<file path="config.mk">
export PLATFORM = sky130hd
export DESIGN_NAME = mode_and_reset_control
export DESIGN_NICKNAME = d
export VERILOG_FILES = /design/src/hw/mode_reset_pkg.sv /design/src/hw/mode_and_reset_control.sv
export SDC_FILE = /design/constraint.sdc
export NUM_CORES = 1
export LEC_CHECK = 0
export ABC_AREA = 0
export BUFFER_PORTS_ARGS = -buffer_cell sky130_fd_sc_hd__buf_2
export CAP_MARGIN = 20
export CELL_PAD_IN_SITES_DETAIL_PLACEMENT = 1
export CELL_PAD_IN_SITES_GLOBAL_PLACEMENT = 2
export CORE_MARGIN = 8
export CORE_UTILIZATION = 28
export CTS_CLUSTER_DIAMETER = 80
export CTS_CLUSTER_SIZE = 25
export DETAILED_ROUTE_END_ITERATION = 6
export MAX_ROUTING_LAYER = met4
export PLACE_DENSITY_LB_ADDON = 0.1
export SLEW_MARGIN = 20
export SYNTH_ARGS = -nofsm -noshare
export SYNTH_HDL_FRONTEND = slang
export SYNTH_SLANG_ARGS = --single-unit
export TNS_END_PERCENT = 5
</file>
<file path="constraint.sdc">
create_clock -name clk_i -period 4.8 [get_ports clk_i]
set_input_delay 0.96 -clock clk_i [delete_from_list [all_inputs] [get_ports clk_i]]
set_output_delay 0.96 -clock clk_i [all_outputs]
set_load 0.05 [all_outputs]
</file>
<file path="src/hw/mode_reset_pkg.sv">
package mode_reset_pkg;

   // register indices; the byte address on the bus is four times the index
   localparam logic [15:0] IDX_RESET_CAUSE = 16'hfb40;
   localparam logic [15:0] IDX_MODE_CTL    = 16'hff90;
   localparam logic [15:0] IDX_SYS_CTL     = 16'hff91;
   localparam logic [15:0] IDX_SER_TMR     = 16'hff9e;

   // reset values
   localparam logic [7:0]  SYS_CTL_RST     = 8'h09;
   localparam logic [7:0]  SER_TMR_RST     = 8'h00;
   localparam logic [7:0]  RESET_CAUSE_RST = 8'h10;

   // mode_control fields
   localparam int MDC_RSV_HI  = 7;
   localparam int MDC_RSV_LO  = 3;
   localparam int MDC_LAT_HI  = 2;
   localparam int MDC_LAT_LO  = 1;

   // system_control fields
   localparam int SYS_RSV_MSB = 7;
   localparam int SYS_RSV_LSB = 6;
   localparam int SYS_INTM_HI = 5;
   localparam int SYS_INTM_LO = 4;
   localparam int SYS_LAST_RESET_ORIGIN    = 3;
   localparam int SYS_NONMASKABLE_EDGE_SEL   = 2;
   localparam int SYS_RSV_1   = 1;
   localparam int SYS_ONCHIP_RAM_ON    = 0;

   // serial_timer_control fields
   localparam int STC_I2C_MSB = 7;
   localparam int STC_I2C_LSB = 5;
   localparam int STC_TMR_MSB = 1;
   localparam int STC_TMR_LSB = 0;

   // reset_cause_flags fields
   localparam int RCF_PIN     = 4;
   localparam int RCF_LV1     = 2;
   localparam int RCF_PON     = 1;
   localparam int RCF_WDT     = 0;

   // positions in the pin synchroniser vector
   localparam int SYN_PIN_N   = 0;
   localparam int SYN_LV0     = 1;
   localparam int SYN_LV1     = 2;
   localparam int SYN_MD_LO   = 3;
   localparam int SYN_MD_HI   = 4;
   localparam logic [4:0] SYN_RST = 5'h01;

   // decoded operating modes
   localparam logic [2:0] MODE_SINGLE = 3'h2;
   localparam logic [2:0] MODE_FLASH  = 3'h4;
   localparam logic [2:0] MODE_EMUL   = 3'h6;

   // AHB transfer type bit that marks NONSEQ or SEQ
   localparam int HTRANS_ACTIVE = 1;

endpackage

</file>
<file path="src/hw/mode_and_reset_control.sv">
`timescale 1ns/1ps
module mode_and_reset_control
   import mode_reset_pkg::*;
(
   input  wire logic        clk_i,
   input  wire logic        reset_n_i,
   // board, analog and watchdog sources
   input  wire logic        reset_pin_n_i,
   input  wire logic        mode_pin_high_i,
   input  wire logic        mode_pin_low_i,
   input  wire logic        low_volt_level0_i,
   input  wire logic        low_volt_level1_i,
   input  wire logic        watchdog_ovf_i,
   // cpu side
   input  wire logic        cpu_flags_we_i,
   input  wire logic        cpu_trace_i,
   input  wire logic        cpu_irq_mask_i,
   // AHB-Lite slave
   input  wire logic        hsel_i,
   input  wire logic [31:0] haddr_i,
   input  wire logic [1:0]  htrans_i,
   input  wire logic        hwrite_i,
   input  wire logic [2:0]  hsize_i,
   input  wire logic [31:0] hwdata_i,
   input  wire logic        hready_i,
   output logic             hreadyout_o,
   output logic             hresp_o,
   output logic [31:0]      hrdata_o,
   // outputs to the chip
   output logic             int_reset_o,
   output logic             reset_exc_start_o,
   output logic             trace_bit_o,
   output logic             irq_mask_o,
   output logic [2:0]       op_mode_o,
   output logic             mode_valid_o,
   output logic [1:0]       irq_ctl_mode_o,
   output logic             nonmaskable_edge_sel_o,
   output logic             onchip_ram_on_o,
   output logic [2:0]       i2c_rate_ext_o,
   output logic [1:0]       timer_clk_pick_o
);

   // ****************************************************************
   // state
   // ****************************************************************
   typedef struct packed {
      logic [4:0]  sync1;
      logic [4:0]  sync2;
      logic        in_reset;
      logic        exc_start;
      logic        trace;
      logic        irq_mask;
      logic        lat_held;
      logic        lat_hi;
      logic        lat_lo;
      logic        mdc_rsv7;
      logic        mdc_rsv3;
      logic [1:0]  sys_rsv;
      logic        intm_lo;
      logic        last_reset_origin;
      logic        nonmaskable_edge_sel;
      logic        sys_rsv1;
      logic        onchip_ram_on;
      logic [7:0]  serial_timer_control;
      logic        f_pin;
      logic        f_lv1;
      logic        f_pon;
      logic        f_wdt;
      logic        wr_pend;
      logic        rd_pend;
      logic [15:0] acc_idx;
      logic [31:0] rdata;
   } state_t;

   localparam state_t ST_RESET = '{
      sync1: SYN_RST, sync2: SYN_RST, in_reset: 1'b0, exc_start: 1'b0,
      trace: 1'b0, irq_mask: 1'b1, lat_held: 1'b0, lat_hi: 1'b0,
      lat_lo: 1'b0, mdc_rsv7: 1'b0, mdc_rsv3: 1'b0,
      sys_rsv: SYS_CTL_RST[SYS_RSV_MSB:SYS_RSV_LSB],
      intm_lo: SYS_CTL_RST[SYS_INTM_LO], last_reset_origin: SYS_CTL_RST[SYS_LAST_RESET_ORIGIN],
      nonmaskable_edge_sel: SYS_CTL_RST[SYS_NONMASKABLE_EDGE_SEL], sys_rsv1: SYS_CTL_RST[SYS_RSV_1],
      onchip_ram_on: SYS_CTL_RST[SYS_ONCHIP_RAM_ON], serial_timer_control: SER_TMR_RST,
      f_pin: RESET_CAUSE_RST[RCF_PIN], f_lv1: RESET_CAUSE_RST[RCF_LV1],
      f_pon: RESET_CAUSE_RST[RCF_PON], f_wdt: RESET_CAUSE_RST[RCF_WDT],
      wr_pend: 1'b0, rd_pend: 1'b0, acc_idx: 16'h0000,
      rdata: 32'h0000_0000
   };

   state_t      s_q;
   state_t      s_d;
   logic        src_pin;
   logic        src_pon;
   logic        src_lv1;
   logic        src_wdt;
   logic        any_src;
   logic        acc;
   logic        hit;
   logic [15:0] idx;
   logic        rd_now;
   logic [7:0]  rd_val;

   // ****************************************************************
   // next-state logic
   // ****************************************************************
   always_comb begin
      s_d = s_q;

      // pins from the board and analog detectors cross into clk_i
      s_d.sync1 = {mode_pin_high_i, mode_pin_low_i, low_volt_level1_i,
                   low_volt_level0_i, reset_pin_n_i};
      s_d.sync2 = s_q.sync1;

      // reset sources; watchdog already runs on this clock
      src_pin = !s_q.sync2[SYN_PIN_N];
      src_pon = s_q.sync2[SYN_LV0];
      src_lv1 = s_q.sync2[SYN_LV1];
      src_wdt = watchdog_ovf_i;
      any_src = src_pin | src_pon | src_lv1 | src_wdt;

      // address phase decode; zero wait states so hready is always high
      acc    = hsel_i & hready_i & htrans_i[HTRANS_ACTIVE];
      hit    = (haddr_i[31:18] == 14'h0000);
      idx    = hit ? haddr_i[17:2] : 16'h0000;
      rd_now = acc & !hwrite_i;
      s_d.wr_pend = acc & hwrite_i;
      s_d.rd_pend = rd_now;
      s_d.acc_idx = idx;

      // data phase of a write; writes during internal reset are lost
      if (s_q.wr_pend && !s_q.in_reset) begin
         case (s_q.acc_idx)
            IDX_MODE_CTL: begin
               // latch bits 2:1 are not writable here
               s_d.mdc_rsv7 = hwdata_i[MDC_RSV_HI];
               s_d.mdc_rsv3 = hwdata_i[MDC_RSV_LO];
            end
            IDX_SYS_CTL: begin
               s_d.sys_rsv  = hwdata_i[SYS_RSV_MSB:SYS_RSV_LSB];
               // upper mode bit is read-only, so 1x never appears
               s_d.intm_lo  = hwdata_i[SYS_INTM_LO];
               s_d.nonmaskable_edge_sel    = hwdata_i[SYS_NONMASKABLE_EDGE_SEL];
               s_d.sys_rsv1 = hwdata_i[SYS_RSV_1];
               s_d.onchip_ram_on     = hwdata_i[SYS_ONCHIP_RAM_ON];
            end
            IDX_SER_TMR: s_d.serial_timer_control = hwdata_i[7:0];
            IDX_RESET_CAUSE: begin
               // a zero clears, a one keeps the flag
               s_d.f_pin = s_q.f_pin & hwdata_i[RCF_PIN];
               s_d.f_lv1 = s_q.f_lv1 & hwdata_i[RCF_LV1];
               s_d.f_pon = s_q.f_pon & hwdata_i[RCF_PON];
               s_d.f_wdt = s_q.f_wdt & hwdata_i[RCF_WDT];
            end
            default: ;
         endcase
      end

      // a read of mode_control catches the settled pin levels
      if (rd_now && idx == IDX_MODE_CTL) begin
         s_d.lat_held = 1'b1;
         s_d.lat_hi   = s_q.sync2[SYN_MD_HI];
         s_d.lat_lo   = s_q.sync2[SYN_MD_LO];
      end

      // cpu may change its own trace and mask bits outside reset
      if (cpu_flags_we_i) begin
         s_d.trace    = cpu_trace_i;
         s_d.irq_mask = cpu_irq_mask_i;
      end

      // internal reset overrides the bus: sources set flags last, so a
      // cause is never lost to a clear in the same cycle
      s_d.in_reset  = any_src;
      s_d.exc_start = s_q.in_reset & !any_src;
      if (any_src) begin
         s_d.trace    = 1'b0;
         s_d.irq_mask = 1'b1;
         s_d.lat_held = 1'b0;
         s_d.mdc_rsv7 = 1'b0;
         s_d.mdc_rsv3 = 1'b0;
         s_d.sys_rsv  = SYS_CTL_RST[SYS_RSV_MSB:SYS_RSV_LSB];
         s_d.intm_lo  = SYS_CTL_RST[SYS_INTM_LO];
         s_d.nonmaskable_edge_sel    = SYS_CTL_RST[SYS_NONMASKABLE_EDGE_SEL];
         s_d.sys_rsv1 = SYS_CTL_RST[SYS_RSV_1];
         s_d.onchip_ram_on     = SYS_CTL_RST[SYS_ONCHIP_RAM_ON];
         s_d.serial_timer_control     = SER_TMR_RST;
         // first cycle of an episode forgets older causes
         s_d.f_pin = src_pin | (s_q.in_reset & s_q.f_pin);
         s_d.f_lv1 = src_lv1 | (s_q.in_reset & s_q.f_lv1);
         s_d.f_pon = src_pon | (s_q.in_reset & s_q.f_pon);
         s_d.f_wdt = src_wdt | (s_q.in_reset & s_q.f_wdt);
         s_d.last_reset_origin  = s_d.f_pin | s_d.f_lv1 | s_d.f_pon;
      end

      // read data built from the updated state, so a read right after a
      // write to the same register sees the new value
      rd_val = 8'h00;
      unique case (idx)
         IDX_MODE_CTL: begin
            rd_val[MDC_RSV_HI] = s_d.mdc_rsv7;
            rd_val[MDC_RSV_LO] = s_d.mdc_rsv3;
            rd_val[MDC_LAT_HI] = s_d.lat_hi;
            rd_val[MDC_LAT_LO] = s_d.lat_lo;
         end
         IDX_SYS_CTL: begin
            rd_val[SYS_RSV_MSB:SYS_RSV_LSB] = s_d.sys_rsv;
            rd_val[SYS_INTM_LO] = s_d.intm_lo;
            rd_val[SYS_LAST_RESET_ORIGIN]    = s_d.last_reset_origin;
            rd_val[SYS_NONMASKABLE_EDGE_SEL]   = s_d.nonmaskable_edge_sel;
            rd_val[SYS_RSV_1]   = s_d.sys_rsv1;
            rd_val[SYS_ONCHIP_RAM_ON]    = s_d.onchip_ram_on;
         end
         IDX_SER_TMR: rd_val = s_d.serial_timer_control;
         IDX_RESET_CAUSE: begin
            rd_val[RCF_PIN] = s_d.f_pin;
            rd_val[RCF_LV1] = s_d.f_lv1;
            rd_val[RCF_PON] = s_d.f_pon;
            rd_val[RCF_WDT] = s_d.f_wdt;
         end
         default: rd_val = 8'h00;
      endcase
      s_d.rdata = rd_now ? {24'h00_0000, rd_val} : 32'h0000_0000;
   end

   // single register of the whole state
   always_ff @(posedge clk_i) begin
      if (!reset_n_i) begin
         s_q <= ST_RESET;
      end else begin
         s_q <= s_d;
      end
   end

   // ****************************************************************
   // outputs
   // ****************************************************************
   // bus never stalls and never errors
   assign hreadyout_o       = 1'b1;
   assign hresp_o           = 1'b0;
   assign hrdata_o          = s_q.rdata;
   assign int_reset_o       = s_q.in_reset;
   assign reset_exc_start_o = s_q.exc_start;
   assign trace_bit_o       = s_q.trace;
   assign irq_mask_o        = s_q.irq_mask;

   // pin patterns 01, 10, 11 read straight out as modes 2, 4, 6
   // unlatched mode follows the settled pins; lowest bit is tied low
   always_comb begin
      op_mode_o[2] = s_q.lat_held ? s_q.lat_hi : s_q.sync2[SYN_MD_HI];
      op_mode_o[1] = s_q.lat_held ? s_q.lat_lo : s_q.sync2[SYN_MD_LO];
      op_mode_o[0] = 1'b0;
   end
   // pins 00 would mean mode 0, which does not exist
   assign mode_valid_o = op_mode_o[2] | op_mode_o[1];

   assign irq_ctl_mode_o         = {1'b0, s_q.intm_lo};
   assign nonmaskable_edge_sel_o = s_q.nonmaskable_edge_sel;
   assign onchip_ram_on_o        = s_q.onchip_ram_on;
   assign i2c_rate_ext_o   = s_q.serial_timer_control[STC_I2C_MSB:STC_I2C_LSB];
   assign timer_clk_pick_o = s_q.serial_timer_control[STC_TMR_MSB:STC_TMR_LSB];
endmodule

</file>
# ---- Yosys cells after proc, flatten, opt, wreduce, memory -nomap -nowiden
# Index checks and enable logic that the tools add are counted.
dict set report totals {
  wordCells 87
  regBits 87
}
dict set report classes {
  bitwise 24
  n_eq_ne 8
  n_reduce_logical 10
  muxes 18
}
# cell count
set op_table {}
lappend op_table {{$eq A16 B16 Y1 const B} 8}
lappend op_table {{$mux W21} 1}
lappend op_table {{$mux W16} 1}
lappend op_table {{$mux W15} 1}
lappend op_table {{$logic_not A14 Y1} 1}
lappend op_table {{$and A1 B1 Y1} 13}
lappend op_table {{$pmux W1 S3} 4}
lappend op_table {{$or A1 B1 Y1} 10}
lappend op_table {{$mux W8} 1}
lappend op_table {{$pmux W2 S4} 1}
lappend op_table {{$mux W3} 2}
lappend op_table {{$mux W5} 1}
lappend op_table {{$logic_not A1 Y1} 4}
lappend op_table {{$mux W2} 2}
lappend op_table {{$mux W4} 1}
lappend op_table {{$reduce_and A3 Y1} 1}
lappend op_table {{$logic_and A1 B1 Y1} 2}
lappend op_table {{$mux W1} 2}
lappend op_table {{$pmux W1 S2} 1}
lappend op_table {{$reduce_and A2 Y1} 1}
lappend op_table {{$reduce_or A2 Y1} 1}
lappend op_table {{$not A1 Y1} 1}

# ---- Logic depth before layout (Yosys ltp)
# Gate-level depths: netlist of run 1.
dict set report depth {
  word_depth 6
  ltp_mapped 7
}

# ---- Worst setup path after synthesis of run 1
# Ideal clock, no wire load.
dict set report synth_timing {
  kind {input port to flip-flop}
  startpoint {input port haddr_i[17]}
  endpoint {register s_q, in the netlist hrdata_o[1]}
  t_arrival_ps 2787
  path_buffers 1
  setup_slack_ps 1930
  cell_stages 7
  path_cell_list {nand4_1 > or4_1 > or3_1 > buf_6 > or3_4 > or3_1 > o221ai_1}
}
dict set report synth_via {
  elab_chain_len 5
}
# element line_no
set synth_lines {}
lappend synth_lines {{start: declaration} mode_and_reset_control.sv:20} ;# input wire logic [31:0] haddr_i,
lappend synth_lines {{$mux W16 *} mode_and_reset_control.sv:123} ;# idx = hit ? haddr_i[17:2] : 16'h0000;
lappend synth_lines {{$eq A16 B16 Y1} {mode_and_reset_control.sv:158, mode_and_reset_control.sv:197}}
lappend synth_lines {{$logic_and A1 B1 Y1} mode_and_reset_control.sv:158} ;# if (rd_now && idx == IDX_MODE_CTL) begin
lappend synth_lines {{$mux W2} mode_and_reset_control.sv:158}
lappend synth_lines {{$pmux W2 S4 *} mode_and_reset_control.sv:197} ;# unique case (idx)
lappend synth_lines {{end signal: assignment} mode_and_reset_control.sv:227} ;# s_q <= ST_RESET;
lappend synth_lines {{end signal: assignment} mode_and_reset_control.sv:229} ;# s_q <= s_d;
lappend synth_lines {{end: declaration} mode_and_reset_control.sv:89} ;# state_t s_q;
# Mark *: on every way between the ends. The rest lies on a longest branch, timed or not.
# A chain may end at the register's enable or synchronous reset.

# ---- Final worst setup path of run 1
dict set report layout_timing {
  startpoint {input port haddr_i[26]}
  endpoint {register s_q, in the netlist hrdata_o[2]}
}
dict set report layout_via {
  elab_chain_len 6
}
# element line_no
set layout_lines {}
lappend layout_lines {{$logic_not A14 Y1 *} mode_and_reset_control.sv:122} ;# hit = (haddr_i[31:18] == 14'h0000);
lappend layout_lines {{$mux W16 *} mode_and_reset_control.sv:123}
lappend layout_lines {{$eq A16 B16 Y1} {mode_and_reset_control.sv:158, mode_and_reset_control.sv:197}}
lappend layout_lines {{$logic_and A1 B1 Y1} mode_and_reset_control.sv:158}
lappend layout_lines {{$mux W2} mode_and_reset_control.sv:158}
lappend layout_lines {{$pmux W2 S4 *} mode_and_reset_control.sv:197}
# Marks and branches as above.

==> run_results.csv, run 1 <==
group,metric,value,unit
timing,fin_skew,9.05,ps
power_and_ir_drop,p_leak,1.45,nW
min_path,holdCritStartpoint,"s_d[78]$_SDFF_PN1_",
global_route,grt_pass1_wl,11300,um
global_route,grt_max_degree,19,
synth,synth_edf_count,0,
min_path,hold_depth,1,
floorplanning,die_y,115,um
timing,setup_tns,0,ps
clock_network,clk_path_buf_depth,2,
clock_network,clk_latency,340,ps
global_route,grt_pass1_vias,2248,
worst_setup_path,critical_path.endpoint_type,"register",
detailed_routing,avgViaCountPerCell,4.29,
synth,syn_area,0.00276,mm^2
worst_setup_path,r2r-start,"int_reset_o$_SDFF_PN0_",
clock_network,root_buffer,"clkbuf_8",
worst_setup_path,r2r_setup_slack,2550,ps
floorplanning,start_util,0.285,
timing,hold_slack,411,ps
clock_network,numCtsBuffers,9,
detailed_routing,wl_per_cell,14.7,um
placement,pre_cts_ws,1510,ps
synth,async_flop_share,0,
detailed_routing,wl,7210,um
synth,postSynthCellCount,288,
worst_setup_path,critPathLaunchType,"input pin",
finish,drive_above_1_share,0.305,
clock_network,postCtsSetupBuffers,0,
worst_setup_path,required,5050,ps
detailed_routing,first_iter_violations,53,
placement,io_buffers,75,
floorplanning,rows,36,
floorplanning,io_pins,134,
floorplanning,die_w,115,um
placement,gp_congestion,0.742,
worst_setup_path,max_stage_delay,580,ps
worst_setup_path,crit_family,"simple AND/OR/NAND/NOR gates",
timing,worst_pin_slew,680,ps
power_and_ir_drop,p_per_area,339,mW/mm^2
finish,instances_no_fill,490,
timing,rsz0062_at_grt,"no",
detailed_routing,vias,2100,
floorplanning,fp.coreArea,0.00968,mm^2
synth,syn_avg_cell_area,9.58,um^2
timing,fin_crit_sh,0.613,
worst_setup_path,cp.arrival,3190,ps
global_route,overflow,0,
timing,finalSetupViolations,0,
worst_setup_path,path_common_cell,"or3_1",
timing,finalMaxSlewViolations,0,
timing,maxClockFrequency,340,MHz
clock_network,htreeDepth,3,
finish,final_core_util,0.334,
placement,dp.cells,474,
synth,yosysSeqAreaShare,0.457,
power_and_ir_drop,ir_worst_vdd,0.117,mV
detailed_routing,antenna_left,0,
finish,nets,435,
global_route,antenna_found_initial,0,
finish,antennaDiodeCount,0,
worst_setup_path,crit_slowest_cell,"or3_1",
clock_network,cts.sinks,63,
worst_setup_path,r2r.worst_path.cells,7,
worst_setup_path,crit_path_max_fanout,8,
worst_setup_path,crit_buf_inv,1,
synth,synth_seq_cells,63,
clock_network,cts_tree,"built",
timing,setup_ws,1860,ps
synth,ys.flop_type,"dfxtp_1",
finish,area_growth_syn_to_layout,17.3,%
timing,post-route-min-period,2940,ps
synth,yosysUniqueCellTypes,51,
run,max_cap_violations,0,
detailed_routing,route.detailed.drc,0,
floorplanning,dieArea,0.0133,mm^2
min_path,hold_class,"register to register",
placement,dpl.hpwl,5760,um
clock_network,cts_hold_buf,0,
min_path,min_to,"s_q[78]$_SDFF_PN1_",
worst_setup_path,path_class,"input pin to register",
detailed_routing,drt_first_pass_iters,6,
synth,synth-warning-count,0,
clock_network,cts.clk_slew.worst_paths,70,ps
worst_setup_path,regToRegEndpoint,"hrdata_o[2]$_SDFF_PN0_",
worst_setup_path,cp_cell_sequence,"buf_2 -> nor4_1 -> nand4_2 -> or3_1 -> or3_4 -> or3_1 -> o221ai_1",
timing,maxSlewHeadroom,0.545,
run_status,status,"finished clean",
timing,finalHoldViolCount,0,
global_route,grt_usage,0.114,
clock_network,cts-resized-gates,0,
-- layout make-up --
type	count	area, um^2
clock buffers	12	145
inverters	7	26.3
well taps	133	166
flip-flops and latches	63	1260
multi-input cells	194	1200
repair buffers	77	390
fillers	1188	6450
clock inverters	4	45.0
-- sequential cells by signal, indices dropped and copies added (netlist names) --
signal                  cells
nonmaskable_edge_sel_o      1
irq_mask_o                  1
irq_ctl_mode_o              1
hrdata_o                    8
timer_clk_pick_o            2
onchip_ram_on_o             1
reset_exc_start_o           1
trace_bit_o                 1
int_reset_o                 1
s_d                         5
s_q                        38
i2c_rate_ext_o              3
-- per-layer routing --
metal  share of wire  global-route usage
met5               0                   -
met4           0.013              0.0473
met3           0.046              0.0278
met2            0.48               0.183
met1            0.46               0.134
-- worst reg2reg max path: cells and delay by family, from the launching register on --
kind	cells	cell delay, ps
simple gates	3	920
flops	1	360
mux	1	330
compound gates	2	300
buf+inv	1	210
-- power breakdown --
part / switching, mW / internal, mW
clock network: 0.194 / 0.252
logic: 0.0877 / 0.0286
registers: 0.00409 / 0.531
total: 0.286 / 0.811
-- logic make-up (layout without fill, tap and decap cells) --
kind of cell,Yosys count,after routing,share of synthesized area
simple gates,115,115,0.242
flops,63,63,0.457
buf+inv,57,100,0.142
compound gates,29,29,0.0748
mux,22,22,0.0807
other cells,2,28,0.00272
-- cells in the mapped netlist, types with 3 or more instances --
| master | n | share of area |
|---|---|---|
| or3_1 | 4 | 0.0091 |
| nor4_1 | 4 | 0.0091 |
| o22a_1 | 3 | 0.0095 |
| or2_2 | 6 | 0.014 |
| nand3b_1 | 4 | 0.011 |
| a31oi_1 | 5 | 0.011 |
| clkbuf_1 | 5 | 0.0068 |
| mux2i_1 | 20 | 0.073 |
| and3_1 | 3 | 0.0068 |
| a21oi_1 | 8 | 0.015 |
| nand3_1 | 4 | 0.0073 |
| dfxtp_1 | 63 | 0.46 |
| and2_1 | 21 | 0.048 |
| nand4_1 | 5 | 0.011 |
| nor3_1 | 5 | 0.0091 |
| buf_4 | 42 | 0.11 |
| nand2_1 | 8 | 0.011 |
| nor2_1 | 30 | 0.041 |
| inv_1 | 6 | 0.0082 |
-- how the worst max path moves through the flow --
| stage | slack, ps | startpoint | cells after the start | to |
|---|---|---|---|---|
| 2_1_floorplan | 1930 | haddr_i[17] | 7 | hrdata_o[1]$_SDFF_PN0_ |
| 3_3_place_gp | 1470 | haddr_i[26] | 7 | hrdata_o[2]$_SDFF_PN0_ |
| 3_5_place_dp | 1510 | haddr_i[26] | 7 | hrdata_o[2]$_SDFF_PN0_ |
| 4_1_cts | 1860 | haddr_i[26] | 7 | hrdata_o[2]$_SDFF_PN0_ |
| 5_1_grt | 1750 | haddr_i[19] | 7 | hrdata_o[2]$_SDFF_PN0_ |
| 6_report | 1860 | haddr_i[26] | 7 | hrdata_o[2]$_SDFF_PN0_ |
-- metrics by stage --
step	instance area (um^2)	power, mW
global route	3240	1.16
detailed placement	3050	0.663
global placement	3050	0.663
CTS	3240	1.12
floorplan	2860	0.643
finish	3240	1.10
-- cells in the final DEF, fill, tap and decap left out, drive strengths merged, types with 3 or more instances in the layout --
master,count
nand3b,4
nor2,30
and3,3
and2,22
inv,6
clkinv,4
nand2,8
o22a,4
nand3,4
buf,77
mux2i,20
nor4,4
nand4,6
or4,4
or2,7
or3,5
dfxtp,63
nor3,5
conb,28
a31oi,5
a21oi,8
clkbuf,12
(Power assumes the default switching activity.)
==> inputs of run 2 (changes only) <==
--- a/config.mk
+++ b/config.mk
@@ -5,13 +5,13 @@
 export SDC_FILE = /design/constraint.sdc
 export NUM_CORES = 1
 export LEC_CHECK = 0
-export ABC_AREA = 0
+export ABC_AREA = 1
 export BUFFER_PORTS_ARGS = -buffer_cell sky130_fd_sc_hd__buf_2
 export CAP_MARGIN = 20
 export CELL_PAD_IN_SITES_DETAIL_PLACEMENT = 1
 export CELL_PAD_IN_SITES_GLOBAL_PLACEMENT = 2
 export CORE_MARGIN = 8
-export CORE_UTILIZATION = 28
+export CORE_UTILIZATION = 23
 export CTS_CLUSTER_DIAMETER = 80
 export CTS_CLUSTER_SIZE = 25
 export DETAILED_ROUTE_END_ITERATION = 6
==> constraint.sdc (replaced) <==
create_clock -name clk_i -period 2.7 [get_ports clk_i]
set_input_delay 0.54 -clock clk_i [delete_from_list [all_inputs] [get_ports clk_i]]
set_output_delay 0.54 -clock clk_i [all_outputs]
set_load 0.05 [all_outputs]
==> run 2 against run 1 <==
Power rose by 120%. Final area rose by 22%. Worst setup slack got worse by 1100 ps. Sequential power rose by 78%. Clock skew fell by 1.4 ps. Final cell count rose by 42%. Clock-buffer cell count rose by 1. Combinational power rose by 120%. Synthesized cell count rose by 55%. Synthesized area rose by 18%. Flip-flop and latch count did not move. Clock power rose to 2.7 times the previous value. Critical endpoint is now hrdata_o[1]$_SDFF_PN0_.
==> run_results.csv, run 2 <==
group,metric,value,unit
timing,hold_slack,392,ps
floorplanning,io_pins,134,
synth,synth-warning-count,0,
worst_setup_path,cp.arrival,2190,ps
synth,synth_top_family_by_area,"simple AND/OR/NAND/NOR gates",
synth,yosysUniqueCellTypes,35,
worst_setup_path,path_common_cell,"nor2_1",
worst_setup_path,critical_path.endpoint_type,"register",
timing,maxClockFrequency,518,MHz
finish,area_growth_syn_to_layout,20.8,%
synth,synth.most_common_cell,"nand2_1",
floorplanning,rows,43,
clock_network,clk_path_buf_depth,2,
clock_network,cts.clk_slew.worst_paths,50,ps
clock_network,root_buffer,"clkbuf_16",
floorplanning,start_util,0.235,
finish,antennaDiodeCount,0,
finish,final_core_util,0.284,
timing,post-route-min-period,1930,ps
clock_network,numCtsBuffers,9,
worst_setup_path,crit_family,"simple AND/OR/NAND/NOR gates",
placement,dp.cells,680,
detailed_routing,first_iter_violations,98,
global_route,overflow,0,
worst_setup_path,crit_buf_inv,1,
synth,yosysTopAreaCell,"dfxtp_1",
timing,setup_tns,0,ps
timing,rsz0062_at_grt,"no",
finish,max_flop_register,"s_q",
placement,pre_cts_ws,406,ps
placement,gp_congestion,0.708,
worst_setup_path,required,2960,ps
global_route,grt_usage,0.114,
global_route,grt_max_degree,40,
min_path,hold_class,"input pin to register",
finish,instances_no_fill,696,
floorplanning,fp.coreArea,0.0139,mm^2
finish,largest_reg_flops,38,
worst_setup_path,max_stage_delay,400,ps
synth,yosys.area_share.adder,0,
floorplanning,dieArea,0.0182,mm^2
synth,synth_simple_gate_area_frac,0.352,
power_and_ir_drop,ir_worst_vdd,0.246,mV
detailed_routing,avgViaCountPerCell,4.07,
power_and_ir_drop,p_leak,1.85,nW
detailed_routing,antenna_left,0,
synth,synth_top_area_frac,0.387,
detailed_routing,drt_first_pass_iters,4,
synth,postSynthCellCount,446,
global_route,grt_pass1_wl,15700,um
clock_network,cts_tree,"built",
clock_network,cts_hold_buf,0,
worst_setup_path,critPathLaunchType,"register",
clock_network,clk_latency,330,ps
synth,syn_area,0.00326,mm^2
finish,drive_above_1_share,0.269,
synth,synth_xor_xnor_area_share,0,
global_route,antenna_found_initial,0,
floorplanning,die_y,135,um
synth,synthTopCellsByCount,"77 x nand2_1, 67 x nor2_1, 63 x dfxtp_1",
worst_setup_path,path_class,"register to register",
detailed_routing,wl_per_cell,13.8,um
synth,synth_seq_cells,63,
run,max_cap_violations,0,
finish,final_common_cell,"nand2_1",
placement,io_buffers,75,
timing,finalSetupViolations,0,
timing,finalHoldViolCount,0,
clock_network,cts.sinks,63,
power_and_ir_drop,p_per_area,608,mW/mm^2
detailed_routing,vias,2836,
synth,synth_edf_count,0,
run_status,status,"finished clean",
finish,mostFrequentLayoutCells,"77 x nand2_1, 75 x buf_2, 67 x nor2_1",
finish,nets,594,
synth,synth_mux_area_frac,0.00307,
clock_network,postCtsSetupBuffers,0,
synth,synth_compound_area_frac,0.0806,
synth,synthTopCellsByArea,"dfxtp_1 39%, buf_4 9.7%, nand2_1 8.9%",
synth,yosysSeqAreaShare,0.387,
timing,finalMaxSlewViolations,0,
synth,syn_avg_cell_area,7.31,um^2
synth,ys.flop_type,"dfxtp_1",
synth,async_flop_share,0,
worst_setup_path,crit_path_max_fanout,6,
clock_network,cts-resized-gates,0,
detailed_routing,wl,9640,um
timing,fin_skew,7.62,ps
clock_network,htreeDepth,3,
worst_setup_path,cp_cell_sequence,"inv_2 -> nand2_4 -> nor2_1 -> nand3_1 -> nor2_1 -> nor2_1 -> nor2_1 -> nand4_1 -> nand2_1 -> nor2_1 -> a21oi_1",
timing,setup_ws,768,ps
worst_setup_path,crit_slowest_cell,"nor2_1",
timing,fin_crit_sh,0.715,
detailed_routing,route.detailed.drc,0,
global_route,grt_pass1_vias,3114,
placement,dpl.hpwl,7830,um
floorplanning,die_w,135,um
==> run 2: logic make-up after synthesis <==
group / count (synthesis)
flops: 63
buf+inv: 108
simple gates: 228
other cells: 2
compound gates: 44
mux: 1
==> run 2: layout make-up <==
| cell class | count | area [um^2] |
|---|---|---|
| tap | 180 | 225 |
| multi-input combinational | 301 | 1530 |
| clock inverter | 3 | 40.0 |
| inverter | 57 | 214 |
| clock buffer | 13 | 270 |
| sequential | 63 | 1260 |
| timing repair buffer | 79 | 405 |
| fill | 1740 | 9940 |
==> run 2: routing by layer <==
metal  vias to the layer above  part of all wire  global-route usage
met5                         -                 0                   -
li1                       1471                 -                   -
met1                      1293              0.48               0.137
met2                        63              0.46               0.180
met4                         0             0.012              0.0370
met3                         9             0.044              0.0331
==> run 2: final timing paths <==
path / startpoint / to / slack [ps] / cells after the start
worst max-delay path: int_reset_o$_SDFF_PN0_ / hrdata_o[1]$_SDFF_PN0_ / 770 / 11
worst min-delay path: mode_pin_high_i / s_d[82]$_SDFF_PN0_ / 390 / 3
worst max register to register: int_reset_o$_SDFF_PN0_ / hrdata_o[1]$_SDFF_PN0_ / 770 / 11
worst min register to register: s_d[80]$_SDFF_PN0_ / s_q[80]$_SDFF_PN0_ / 410 / 2
==> run 2: power breakdown <==
| part | switching (mW) | internal (mW) | leakage (nW) | total (mW) |
|---|---|---|---|---|
| combinational | 0.193 | 0.0609 | 1.18 | 0.254 |
| clock | 0.401 | 0.786 | 0.156 | 1.19 |
| sequential | 0.00758 | 0.946 | 0.511 | 0.954 |
==> run 2: worst reg2reg max path: cells and delay by family (launching register included) <==
kind / cells / cell delay, ps
and+or+nand+nor: 9 / 1270
DFF: 1 / 360
buffers and inverters: 1 / 110
AOI/OAI and AO/OA: 1 / 130
==> run 2: per-stage QoR <==
step,total power [mW],instance area [um^2]
floorplan,1.18,3360
global placement,1.23,3630
detailed placement,1.23,3630
CTS,2.44,3940
global route,2.51,3940
finish,2.39,3940
==> inputs of run 3 (changes only) <==
==> constraint.sdc (replaced) <==
create_clock -name clk_i -period 1.7 [get_ports clk_i]
set_input_delay 0.34 -clock clk_i [delete_from_list [all_inputs] [get_ports clk_i]]
set_output_delay 0.34 -clock clk_i [all_outputs]
set_load 0.05 [all_outputs]
==> run 3 against run 2 <==
Via count increased by 5.4%. Die area unchanged. Power increased by 57%. Largest power group unchanged. Combinational power increased by 75%. Critical path depth unchanged.
==> run_results.csv, run 3 (same netlist as run 2, synthesis figures left out) <==
group,metric,value,unit
run_status,status,"finished clean",
detailed_routing,first_iter_violations,90,
detailed_routing,wl_met3,502,um
power_and_ir_drop,ir_worst_vdd,0.460,mV
placement,dpl.hpwl,8290,um
timing,setup_tns,0,ps
placement,pre_cts_ws,-282,ps
finish,final_common_cell,"nand2_1",
detailed_routing,maxUsedRoutingLayer,"met4",
floorplanning,die_y,135,um
timing,post-route-min-period,1660,ps
worst_setup_path,startpoint,"s_q[41]$_SDFF_PN0_",
worst_setup_path,cp_cell_sequence,"nand2_1 -> nor2_2 -> nand2_1 -> nor2_1 -> nand2_2 -> inv_4 -> nand2_1 -> o211ai_1 -> nor2_1 -> nor2_2 -> a21oi_1",
worst_setup_path,r2r.worst_path.cells,11,
global_route,grt_max_degree,21,
worst_setup_path,regToRegEndpoint,"hrdata_o[2]$_SDFF_PN0_",
worst_setup_path,crit_buf_inv,1,
clock_network,cts_hold_buf,0,
finish,nets,636,
worst_setup_path,cp.arrival,1880,ps
worst_setup_path,crit_cells,11,
floorplanning,io_pins,134,
finish,fillerInstances,1758,
placement,dp.cells,720,
detailed_routing,route.detailed.drc,0,
clock_network,clk_latency,340,ps
floorplanning,start_util,0.235,
finish,mostFrequentLayoutCells,"77 x nand2_1, 75 x buf_2, 62 x nor2_1",
global_route,antenna_found_initial,0,
detailed_routing,wl_per_cell,13.5,um
clock_network,cts.clk_slew.worst_paths,60,ps
finish,largest_reg_flops,38,
detailed_routing,drt-met1-wl,4790,um
worst_setup_path,critPathLaunchType,"register",
worst_setup_path,path_class,"register to register",
power_and_ir_drop,p_leak,2.03,nW
timing,finalMaxSlewViolations,0,
finish,instances_no_fill,738,
run,max_cap_violations,0,
timing,rsz0062_at_grt,"yes",
clock_network,clk_path_buf_depth,2,
detailed_routing,wl_met2,4490,um
worst_setup_path,crit_family,"simple AND/OR/NAND/NOR gates",
worst_setup_path,crit_end,"hrdata_o[2]$_SDFF_PN0_",
timing,maxClockFrequency,602,MHz
min_path,hold_class,"input pin to register",
detailed_routing,drt_first_pass_iters,4,
clock_network,cts_tree,"built",
worst_setup_path,path_common_cell,"nand2_1",
global_route,overflow,0,
floorplanning,die_w,135,um
worst_setup_path,r2r-start,"s_q[41]$_SDFF_PN0_",
finish,max_flop_register,"s_q",
worst_setup_path,crit_path_max_fanout,6,
clock_network,cts.sinks,63,
detailed_routing,antenna_left,0,
floorplanning,fp.coreArea,0.0139,mm^2
timing,finalSetupViolations,0,
worst_setup_path,max_stage_delay,350,ps
timing,setup_ws,39.4,ps
min_path,holdCritStartpoint,"mode_pin_high_i",
detailed_routing,avgViaCountPerCell,4.05,
clock_network,htreeDepth,3,
worst_setup_path,required,1920,ps
global_route,grt_usage,0.118,
placement,gp_congestion,0.742,
finish,drive_above_1_share,0.346,
worst_setup_path,crit_slowest_cell,"dfxtp_1",
detailed_routing,vias,2989,
worst_setup_path,critical_path.endpoint_type,"register",
detailed_routing,wl,9970,um
clock_network,root_buffer,"clkbuf_16",
global_route,grt_pass1_wl,16400,um
floorplanning,rows,43,
finish,final_core_util,0.308,
power_and_ir_drop,p_per_area,878,mW/mm^2
clock_network,numCtsBuffers,9,
placement,io_buffers,75,
global_route,grt_pass1_vias,3318,
worst_setup_path,r2r_setup_slack,40,ps
timing,fin_skew,5.91,ps
timing,finalHoldViolCount,0,
timing,fin_crit_sh,0.977,
finish,area_growth_syn_to_layout,31.3,%
floorplanning,dieArea,0.0182,mm^2
finish,antennaDiodeCount,0,
run 3: cell types whose count changed in the layout (fill, tap and decap cells not counted), moves of 2 or more:
cell / previous run / this run
o21ai_1: 5 / 9
clkinvlp_4: 0 / 2
o21ai_2: 0 / 2
dfxtp_1: 63 / 61
o21ai_0: 11 / 5
clkbuf_8: 3 / 0
nor2_1: 67 / 62
dfxtp_2: 0 / 2
nor2_2: 8 / 13
buf_4: 4 / 44
run 3: how the worst min path moves through the flow:
stage                               endpoint  slack [ps]  depth (start not counted)
after detailed placement  s_q[80]$_SDFF_PN0_         400                          2
after CTS                 s_d[82]$_SDFF_PN0_         170                          3
after floorplan           s_q[79]$_SDFF_PN0_         390                          2
final                     s_d[82]$_SDFF_PN0_         180                          3
after global placement    s_q[78]$_SDFF_PN1_         400                          1
after global routing      s_d[78]$_SDFF_PN1_         190                          2
run 3: tightest hold or removal path: stages:
cell	delay, ps
buf_2	70
nand2_1	40
inv_1	40
run 3: area by class of cell:
class / count / area, um^2 / area share
Multi-Input combinational cell: 301 / 1550 / 0.363
Inverter: 57 / 216 / 0.0506
Timing Repair Buffer: 120 / 726 / 0.169
Timing Repair inverter: 1 / 7.51 / 0.00175
Tap cell: 180 / 225 / 0.0526
Sequential cell: 63 / 1260 / 0.295
Clock inverter: 6 / 61.3 / 0.0143
Clock buffer: 10 / 229 / 0.0535
run 3: routing by layer:
| layer | track usage | vias to the layer above |
|---|---|---|
| met5 | - | - |
| met4 | 0.0555 | 0 |
| met3 | 0.0271 | 12 |
| met2 | 0.182 | 72 |
| met1 | 0.144 | 1342 |
| li1 | - | 1563 |
run 3: timing repair:
action                                  in CTS  in global routing
buffers inserted                             0                  1
resized for setup                            9                  9
pin swaps                                    1                  2
cloned                                       1                  0
endpoints found under the setup margin      11                 13
run 3: metrics by stage:
| step | total power [mW] | cell area (um^2) | hold WS [ps] |
|---|---|---|---|
| 2_1_floorplan | 1.87 | 3360 | 390 |
| 3_3_place_gp | 1.98 | 3950 | 396 |
| 3_5_place_dp | 1.99 | 3950 | 401 |
| 4_1_cts | 3.82 | 4260 | 169 |
| 5_1_grt | 3.92 | 4280 | 192 |
| 6_report | 3.76 | 4280 | 182 |
run 3: where the power goes:
| group | switching [mW] | internal, mW | total [mW] |
|---|---|---|---|
| combinational | 0.317 | 0.127 | 0.444 |
| clock | 0.675 | 1.13 | 1.80 |
| sequential | 0.0103 | 1.50 | 1.51 |
| total | 1.00 | 2.76 | 3.76 |
